## config.mk

```make
export PLATFORM = sky130hd
export DESIGN_NAME = tsmc_top
export DESIGN_NICKNAME = d
export VERILOG_FILES = /design/src/inc/tsmc_pkg.sv /design/src/inc/tsmc_conv_if.sv /design/src/tsmc_conv_seq.sv /design/src/tsmc_top.sv
export VERILOG_INCLUDE_DIRS = /design/src /design/src/inc
export SDC_FILE = /design/constraint.sdc
export NUM_CORES = 1
export LEC_CHECK = 0
export BUFFER_PORTS_ARGS = -buffer_cell sky130_fd_sc_hd__buf_4
export CORE_MARGIN = 3
export CORE_UTILIZATION = 35
export CTS_CLUSTER_SIZE = 8
export DETAILED_ROUTE_END_ITERATION = 12
export SLEW_MARGIN = 20
export SYNTH_ARGS = -nofsm -noshare
export SYNTH_HDL_FRONTEND = slang
export SYNTH_SLANG_ARGS = --single-unit
```

## constraint.sdc

```tcl
create_clock -name I_CLOCK -period 2.9 [get_ports I_CLOCK]
set_clock_uncertainty 0.15 [all_clocks]
set_input_delay 0.145 -clock I_CLOCK [delete_from_list [all_inputs] [get_ports I_CLOCK]]
set_output_delay 0.145 -clock I_CLOCK [all_outputs]
set_load 0.05 [all_outputs]
```

## src/inc/tsmc_regs.svh

```systemverilog
`ifndef TSMC_REGS_SVH
`define TSMC_REGS_SVH

// Fixed seven-bit bus address 1001110
`define TSMC_SMB_ADDR 7'h4e

// Command codes
`define TSMC_CMD_CFG_RD 8'h03
`define TSMC_CMD_CFG_WR 8'h09
`define TSMC_CMD_ONESHOT 8'h0f

// Configuration register layout
`define TSMC_CFG_MASK_BIT 7
`define TSMC_CFG_STBY_BIT 6
`define TSMC_CFG_RSVD_VAL 6'h00
`define TSMC_CFG_MASK_RST 1'b0
`define TSMC_CFG_STBY_RST 1'b0

// Byte framing
`define TSMC_BYTE_BITS 4'h8
`define TSMC_LAST_TX 4'h7
`define TSMC_CNT_ZERO 4'h0
`define TSMC_CNT_ONE 4'h1
`define TSMC_BYTE_ZERO 8'h00

`endif

```

## src/inc/tsmc_pkg.sv

```systemverilog
package tsmc_pkg;

  typedef enum logic [9:0] {
    SMB_IDLE  = 10'h001,
    SMB_ADDR  = 10'h002,
    SMB_ACK_A = 10'h004,
    SMB_CMD   = 10'h008,
    SMB_ACK_C = 10'h010,
    SMB_WDATA = 10'h020,
    SMB_ACK_W = 10'h040,
    SMB_HOLD  = 10'h080,
    SMB_RDATA = 10'h100,
    SMB_RACK  = 10'h200
  } tsmc_smb_st_t;

  typedef enum logic [2:0] {
    CNV_IDLE = 3'h1,
    CNV_AUTO = 3'h2,
    CNV_SHOT = 3'h4
  } tsmc_cnv_st_t;

endpackage

```

## src/inc/tsmc_conv_if.sv

```systemverilog
`timescale 1ns/100ps
interface tsmc_conv_if;
  logic standby;
  logic oneshot;
  logic out_of_range;
  logic busy;

  modport ctl(
    output standby,
    output oneshot,
    input out_of_range,
    input busy
  );

  modport seq(
    input standby,
    input oneshot,
    output out_of_range,
    output busy
  );
endinterface

```

## src/tsmc_conv_seq.sv

```systemverilog
`timescale 1ns/100ps
`include "tsmc_regs.svh"
module tsmc_conv_seq
  import tsmc_pkg::*;
#(
  parameter int TEMP_W = 8
)
(
  input wire logic i_clk,
  input wire logic i_rst,
  tsmc_conv_if.seq cif,
  input wire logic i_conv_done,
  input wire logic signed [TEMP_W-1:0] i_temp_remote,
  input wire logic signed [TEMP_W-1:0] i_temp_local,
  input wire logic signed [TEMP_W-1:0] i_thr_high,
  input wire logic signed [TEMP_W-1:0] i_thr_low,
  output logic o_conv_run
);

  generate
    if (TEMP_W < 2)
    begin : g_bad_width
      $error("TEMP_W must be at least 2");
    end
  endgenerate

  tsmc_cnv_st_t st_ff;
  tsmc_cnv_st_t nxt_st;
  logic run_ff;
  logic nxt_run;
  logic oor_ff;
  logic nxt_oor;

  // Equality counts as inside; alert only strictly beyond a threshold
  function automatic logic outside(
    input logic signed [TEMP_W-1:0] t,
    input logic signed [TEMP_W-1:0] hi,
    input logic signed [TEMP_W-1:0] lo
  );
    return (t > hi) || (t < lo);
  endfunction

  always_comb
  begin
    nxt_st = st_ff;
    nxt_oor = oor_ff;
    case (st_ff)
      CNV_IDLE:
      begin
        if (!cif.standby)
          nxt_st = CNV_AUTO;
        else if (cif.oneshot)
          nxt_st = CNV_SHOT;
      end
      CNV_AUTO:
      begin
        // One-shot ignored here, its result is not promised
        if (cif.standby)
          nxt_st = CNV_IDLE;
        else if (i_conv_done)
          nxt_oor = outside(i_temp_remote, i_thr_high, i_thr_low)
                    || outside(i_temp_local, i_thr_high, i_thr_low);
      end
      CNV_SHOT:
      begin
        if (i_conv_done)
        begin
          nxt_oor = outside(i_temp_remote, i_thr_high, i_thr_low)
                    || outside(i_temp_local, i_thr_high, i_thr_low);
          nxt_st = cif.standby ? CNV_IDLE : CNV_AUTO;
        end
        else if (!cif.standby)
          nxt_st = CNV_AUTO;
      end
      default:
        nxt_st = CNV_IDLE;
    endcase
    // Run drops in the same edge the state leaves, so a stop is immediate
    nxt_run = (nxt_st != CNV_IDLE);
  end

  always_ff @(posedge i_clk or posedge i_rst)
  begin
    if (i_rst)
    begin
      st_ff <= CNV_IDLE;
      run_ff <= 1'b0;
      oor_ff <= 1'b0;
    end
    else
    begin
      st_ff <= nxt_st;
      run_ff <= nxt_run;
      oor_ff <= nxt_oor;
    end
  end

  assign o_conv_run = run_ff;
  assign cif.out_of_range = oor_ff;
  assign cif.busy = (st_ff == CNV_SHOT);

endmodule

```

## src/tsmc_top.sv

```systemverilog
// What this block does
// - Answers bus accesses only at the fixed seven-bit address 1001110.
// - Standby bit zero keeps the sensor converting continuously.
// - Writing standby bit one stops continuous conversion at once; a running one-shot waits for its conversion to finish.
// - In standby, a one-shot command runs exactly one conversion; one sent while a one-shot is busy is dropped.
// - Mask bit one keeps the alert output released.
// - Host writes reserved bits as zero; device reads them back as zero.
// - After reset mask and standby read zero: converting, alert unmasked.
// - Alert asserts when either temperature lies beyond either threshold.
`timescale 1ns/100ps
`include "tsmc_regs.svh"
module tsmc_top
  import tsmc_pkg::*;
#(
  parameter int TEMP_W = 8
)
(
  input wire logic I_CLOCK,
  input wire logic I_RST,
  input wire logic I_SCL,
  input wire logic I_SDA,
  output logic O_SDA,
  output logic O_SDA_OE,
  output logic O_ALERT_N,
  output logic O_ALERT_OE,
  input wire logic I_CONV_DONE,
  input wire logic signed [TEMP_W-1:0] I_TEMP_REMOTE,
  input wire logic signed [TEMP_W-1:0] I_TEMP_LOCAL,
  input wire logic signed [TEMP_W-1:0] I_THR_HIGH,
  input wire logic signed [TEMP_W-1:0] I_THR_LOW,
  output logic O_CONV_RUN
);

  tsmc_conv_if cif();

  // Pin history for edge and start/stop detection
  logic scl_q_ff;
  logic sda_q_ff;
  logic nxt_scl_q;
  logic nxt_sda_q;
  logic scl_rise;
  logic scl_fall;
  logic bus_start;
  logic bus_stop;

  // Byte engine
  tsmc_smb_st_t st_ff;
  tsmc_smb_st_t nxt_st;
  logic [3:0] cnt_ff;
  logic [3:0] nxt_cnt;
  logic [7:0] sh_ff;
  logic [7:0] nxt_sh;
  logic [7:0] cmd_ff;
  logic [7:0] nxt_cmd;
  logic [7:0] wdata_ff;
  logic [7:0] nxt_wdata;
  logic rw_ff;
  logic nxt_rw;
  logic nack_ff;
  logic nxt_nack;
  logic sda_oe_ff;
  logic nxt_sda_oe;
  logic shot_ff;
  logic nxt_shot;
  logic [7:0] rd_byte;

  // Configuration and alert
  logic mask_ff;
  logic nxt_mask;
  logic stby_ff;
  logic nxt_stby;
  logic alert_oe_ff;
  logic nxt_alert_oe;
  logic wr_commit;

  function automatic logic [7:0] read_mux(
    input logic [7:0] cmd,
    input logic mask,
    input logic stby
  );
    logic [7:0] r;
    r = `TSMC_BYTE_ZERO;
    if (cmd == `TSMC_CMD_CFG_RD)
    begin
      r[`TSMC_CFG_MASK_BIT] = mask;
      r[`TSMC_CFG_STBY_BIT] = stby;
      r[5:0] = `TSMC_CFG_RSVD_VAL;
    end
    return r;
  endfunction

  always_comb
  begin
    nxt_scl_q = I_SCL;
    nxt_sda_q = I_SDA;
  end

  always_ff @(posedge I_CLOCK or posedge I_RST)
  begin
    if (I_RST)
    begin
      scl_q_ff <= 1'b1;
      sda_q_ff <= 1'b1;
    end
    else
    begin
      scl_q_ff <= nxt_scl_q;
      sda_q_ff <= nxt_sda_q;
    end
  end

  assign scl_rise = I_SCL & ~scl_q_ff;
  assign scl_fall = ~I_SCL & scl_q_ff;
  assign bus_start = I_SCL & scl_q_ff & sda_q_ff & ~I_SDA;
  assign bus_stop = I_SCL & scl_q_ff & ~sda_q_ff & I_SDA;
  assign rd_byte = read_mux(cmd_ff, mask_ff, stby_ff);

  // Data changes on the first clock after SCL falls; hold time is at most one clock period
  always_comb
  begin
    nxt_st = st_ff;
    nxt_cnt = cnt_ff;
    nxt_sh = sh_ff;
    nxt_cmd = cmd_ff;
    nxt_wdata = wdata_ff;
    nxt_rw = rw_ff;
    nxt_nack = nack_ff;
    nxt_sda_oe = sda_oe_ff;
    nxt_shot = 1'b0;
    if (bus_start)
    begin
      nxt_st = SMB_ADDR;
      nxt_cnt = `TSMC_CNT_ZERO;
      nxt_sda_oe = 1'b0;
    end
    else if (bus_stop)
    begin
      nxt_st = SMB_IDLE;
      nxt_sda_oe = 1'b0;
    end
    else
    begin
      case (st_ff)
        SMB_ADDR, SMB_CMD, SMB_WDATA:
        begin
          if (scl_rise && cnt_ff != `TSMC_BYTE_BITS)
          begin
            nxt_sh = {sh_ff[6:0], I_SDA};
            nxt_cnt = cnt_ff + `TSMC_CNT_ONE;
          end
          else if (scl_fall && cnt_ff == `TSMC_BYTE_BITS)
          begin
            nxt_sda_oe = 1'b1;
            if (st_ff == SMB_ADDR)
            begin
              if (sh_ff[7:1] == `TSMC_SMB_ADDR)
              begin
                nxt_rw = sh_ff[0];
                nxt_st = SMB_ACK_A;
              end
              else
              begin
                // Other addresses: stay off the bus until the next start
                nxt_sda_oe = 1'b0;
                nxt_st = SMB_IDLE;
              end
            end
            else if (st_ff == SMB_CMD)
            begin
              nxt_cmd = sh_ff;
              nxt_st = SMB_ACK_C;
            end
            else
            begin
              nxt_wdata = sh_ff;
              nxt_st = SMB_ACK_W;
            end
          end
        end
        SMB_ACK_A:
        begin
          if (scl_fall)
          begin
            nxt_cnt = `TSMC_CNT_ZERO;
            if (rw_ff)
            begin
              nxt_sh = rd_byte;
              nxt_sda_oe = ~rd_byte[7];
              nxt_st = SMB_RDATA;
            end
            else
            begin
              nxt_sda_oe = 1'b0;
              nxt_st = SMB_CMD;
            end
          end
        end
        SMB_ACK_C:
        begin
          if (scl_fall)
          begin
            nxt_sda_oe = 1'b0;
            nxt_cnt = `TSMC_CNT_ZERO;
            nxt_shot = (cmd_ff == `TSMC_CMD_ONESHOT) && !cif.busy;
            nxt_st = SMB_WDATA;
          end
        end
        SMB_ACK_W:
        begin
          if (scl_fall)
          begin
            nxt_sda_oe = 1'b0;
            nxt_st = SMB_HOLD;
          end
        end
        SMB_RDATA:
        begin
          if (scl_fall)
          begin
            if (cnt_ff == `TSMC_LAST_TX)
            begin
              nxt_sda_oe = 1'b0;
              nxt_st = SMB_RACK;
            end
            else
            begin
              nxt_sh = {sh_ff[6:0], 1'b0};
              nxt_sda_oe = ~sh_ff[6];
              nxt_cnt = cnt_ff + `TSMC_CNT_ONE;
            end
          end
        end
        SMB_RACK:
        begin
          if (scl_rise)
            nxt_nack = I_SDA;
          else if (scl_fall)
          begin
            if (nack_ff)
              nxt_st = SMB_IDLE;
            else
            begin
              nxt_sh = rd_byte;
              nxt_sda_oe = ~rd_byte[7];
              nxt_cnt = `TSMC_CNT_ZERO;
              nxt_st = SMB_RDATA;
            end
          end
        end
        SMB_HOLD, SMB_IDLE:
          nxt_st = st_ff;
        default:
          nxt_st = SMB_IDLE;
      endcase
    end
  end

  always_ff @(posedge I_CLOCK or posedge I_RST)
  begin
    if (I_RST)
    begin
      st_ff <= SMB_IDLE;
      cnt_ff <= `TSMC_CNT_ZERO;
      sh_ff <= `TSMC_BYTE_ZERO;
      cmd_ff <= `TSMC_BYTE_ZERO;
      wdata_ff <= `TSMC_BYTE_ZERO;
      rw_ff <= 1'b0;
      nack_ff <= 1'b0;
      sda_oe_ff <= 1'b0;
      shot_ff <= 1'b0;
    end
    else
    begin
      st_ff <= nxt_st;
      cnt_ff <= nxt_cnt;
      sh_ff <= nxt_sh;
      cmd_ff <= nxt_cmd;
      wdata_ff <= nxt_wdata;
      rw_ff <= nxt_rw;
      nack_ff <= nxt_nack;
      sda_oe_ff <= nxt_sda_oe;
      shot_ff <= nxt_shot;
    end
  end

  // A write only lands on the stop, never on an aborted transfer
  assign wr_commit = bus_stop && (st_ff == SMB_HOLD) && (cmd_ff == `TSMC_CMD_CFG_WR);

  always_comb
  begin
    nxt_mask = mask_ff;
    nxt_stby = stby_ff;
    if (wr_commit)
    begin
      nxt_mask = wdata_ff[`TSMC_CFG_MASK_BIT];
      nxt_stby = wdata_ff[`TSMC_CFG_STBY_BIT];
    end
    nxt_alert_oe = cif.out_of_range & ~mask_ff;
  end

  always_ff @(posedge I_CLOCK or posedge I_RST)
  begin
    if (I_RST)
    begin
      mask_ff <= `TSMC_CFG_MASK_RST;
      stby_ff <= `TSMC_CFG_STBY_RST;
      alert_oe_ff <= 1'b0;
    end
    else
    begin
      mask_ff <= nxt_mask;
      stby_ff <= nxt_stby;
      alert_oe_ff <= nxt_alert_oe;
    end
  end

  assign cif.standby = stby_ff;
  assign cif.oneshot = shot_ff;

  tsmc_conv_seq #(
    .TEMP_W(TEMP_W)
  ) u_seq (
    .i_clk(I_CLOCK),
    .i_rst(I_RST),
    .cif(cif),
    .i_conv_done(I_CONV_DONE),
    .i_temp_remote(I_TEMP_REMOTE),
    .i_temp_local(I_TEMP_LOCAL),
    .i_thr_high(I_THR_HIGH),
    .i_thr_low(I_THR_LOW),
    .o_conv_run(O_CONV_RUN)
  );

  // Open-drain pins only ever pull low
  always_ff @(posedge I_CLOCK or posedge I_RST)
  begin
    if (I_RST)
    begin
      O_SDA <= 1'b0;
      O_ALERT_N <= 1'b0;
    end
    else
    begin
      O_SDA <= 1'b0;
      O_ALERT_N <= 1'b0;
    end
  end

  assign O_SDA_OE = sda_oe_ff;
  assign O_ALERT_OE = alert_oe_ff;

endmodule

```

==> qor.csv <==
metric,value,unit
hold_viol,0,
fmaxAchievable,373.1,MHz
synth-seq-cells,46,
setup_slack,0.2195,ns
p_leak,1.767,nW
max-vdd-ir-drop,0.0002131,V
grt_pass1_wl,12490,microns
period_share,92.43,%
dieArea,10630,sq um
relSlewSlack,36.44,%
ys_warn_count,0,
cts-htree-levels,2,
vias_per_cell,5.508,
cts_tree,done,
postCtsSetupRepairBufs,0,
required,2.94,ns
async_flop_share,100.0,%
startpoint_type,register,
drtIter0Drc,97,
overflow,0,
synth_flop_cell,dfrtp_1,
grt_max_degree,47,
clock-sinks,46,
ys_seq_area_share,35.04,%
cts_buffer_depth,2,
crit_fanout,13,
power,1.783,mW
grt_pass1_vias,2713,
wl_per_cell,15.17,microns
period_needed,2.680,ns
area_growth_syn_to_layout,16.42,%
cap_violations,0,
multi_input_area,1964,sq um
slew_viol_final,0,
route.detailed.drc,0,
cp-end-kind,register,
whs,0.06392,ns
rows,34,
track_usage,14.87,%
routed_wl,7523,microns
final_nets,456,
synth_area,3299,sq um
outcome,"complete, no violations",
numCtsBuffers,5,
finalNonFillerCells,496,
routabilityCongestion,0.9428,
worst-setup-path-type,reg -> reg,
fill_cells,875,
cp.arrival,2.72,ns
synth_area_per_cell,9.508,sq um
rr_startpoint,st_ff[8],
rsz0062_at_grt,false,
yosysUniqueCellTypes,67,
synth_edf_count,0,
min-delay-start,I_CONV_DONE,
core,8934,sq um
io_pins,42,
antenna_cells,0,
seq_area,1156,sq um
die_y,103.1,microns
clk-insertion-delay-late,0.30,ns
place_ws,0.2385,ns
antenna_found_initial,0,
cts.repair.resized,0,
placement.io_buffers,39,
final.setup.tns,0,ns
vias,2732,
worstMarginPinSlew,0.9520,ns
startpoint,st_ff[8],
ant_nets,0,
synth_cells,347,
hp-class,in -> reg,
dp_cells,485,
power.density,464.2,nW/um^2
dp_hpwl,6016,microns
setup_viol,0,
drive_above_1_share,21.65,%
initial_core_util,36.93,%
die_w,103.1,microns
dr.pass1.iters,4,
clk_pin_slew,0.08,ns
clockRootBuffer,clkbuf_8,
[power breakdown]
| group | total (mW) | switching (mW) | leakage (nW) | internal (mW) |
|---|---|---|---|---|
| Clock | 0.580 | 0.213 | 0.0714 | 0.367 |
| Combinational | 0.426 | 0.224 | 1.10 | 0.203 |
| Sequential | 0.777 | 0.0754 | 0.597 | 0.701 |
[cell usage after synthesis (6+ instances only)]
library cell | instances | share of area [%]
nor2_1 | 15 | 1.7
nand2_1 | 26 | 3.0
nand3_1 | 10 | 1.5
nor3_1 | 8 | 1.2
nand4_1 | 12 | 2.3
inv_1 | 28 | 3.2
a21oi_1 | 16 | 2.4
a21o_1 | 6 | 1.4
mux2_2 | 13 | 4.4
ha_1 | 32 | 12
o21ai_1 | 6 | 0.91
o21ai_0 | 18 | 2.7
dfrtp_1 | 42 | 32
nand2b_1 | 10 | 1.9
[routing by layer]
metal  wire, microns  GRT usage, %
met1            3277         18.31
met2            3760         25.90
met3             321         2.706
met4             164         5.378
met5               0             0
[worst max-delay path, stage by stage, from the launching register on]
cell and delay [ns]:
dfrtp_1 0.53, nor4_4 0.51, nand4_2 0.28, a21boi_1 0.27, or2_1 0.18, a22o_1 0.29
mux2_1 0.35
[state kept, by name, summed over array words and instances (netlist names)]
register	count
O_SDA_OE	1
st_ff	10
cif.oneshot	1
cmd_ff	8
sda_q_ff	1
mask_ff	1
wdata_ff	2
u_seq.cif.out_of_range	1
rw_ff	1
sh_ff	8
O_ALERT_OE	1
cif.standby	1
nack_ff	1
u_seq.o_conv_run	1
cnt_ff	4
u_seq.st_ff	3
scl_q_ff	1
[cells by family (layout without fill, tap and decap cells)]
logic type / after synthesis / in the layout / share of synthesized area [%]
other: 1 / 2 / 0.1137
multiplexers: 16 / 16 / 5.461
adder cells (fa/ha/maj): 32 / 32 / 12.13
flip-flops: 46 / 46 / 35.04
XOR/XNOR: 4 / 4 / 1.062
buffers and inverters: 40 / 80 / 5.536
AO/OA/AOI/OAI: 82 / 82 / 17.29
AND/OR/NAND/NOR: 126 / 126 / 23.36
[stage by stage]
stage / utilization (%) / instance area [sq um]
floorplan: - / 3303
global placement: 41.06 / 3669
detailed placement: 41.06 / 3669
CTS: 43.00 / 3841
global route: 43.00 / 3841
finish: 43.00 / 3841
[layout make-up]
| type | instances | share of cell area (%) |
|---|---|---|
| Multi-Input combinational cell | 262 | 51.14 |
| Clock inverter | 2 | 1.564 |
| Inverter | 28 | 2.736 |
| Sequential cell | 46 | 30.10 |
| Timing Repair Buffer | 44 | 8.795 |
| Tap cell | 108 | 3.518 |
| Clock buffer | 6 | 2.150 |
[timing repair]
| item | CTS | global route |
|---|---|---|
| hold endpoints to repair | 45 | 0 |
| hold buffers | 3 | 0 |
| endpoints found under the setup margin | 0 | 0 |
[final timing paths]
kind                                  end  slack [ns]  cells after the start
setup reg to reg                 st_ff[8]        0.22                      6
max in group asynchronous       cmd_ff[0]        1.53                      3
hold / removal             u_seq.st_ff[2]        0.06                      3
min in group asynchronous        st_ff[8]        0.47                      3
hold reg to reg                O_ALERT_OE        0.33                      1
setup / recovery                 st_ff[8]        0.22                      6
[placed cells by master (no fill, tap or decap), types with 2 or more instances in the layout]
cell type,count
a21o_1,6
o21ai_1,6
nor4b_1,2
nand3_1,10
nand2_1,26
a211o_1,2
mux2_1,3
a41oi_1,2
bufinv_16,2
and2_1,4
o31ai_1,2
nor2b_1,5
o22ai_1,3
mux2_2,13
nand2b_1,10
o21ai_0,18
clkbuf_8,6
nor4_1,3
a21oi_1,16
nor3b_1,4
nor3_1,8
nor2_1,15
o21a_1,3
xor2_1,4
dfstp_2,4
conb_1,2
buf_4,41
nand4_1,12
o211ai_1,2
o2bb2ai_1,5
nand4b_1,5
inv_1,27
dfrtp_1,42
nor4_4,2
a31o_2,2
nand3b_1,5
nand4_2,2
dlygate4sd3_1,3
a22o_1,2
ha_1,32
(Power assumes the default switching activity.)
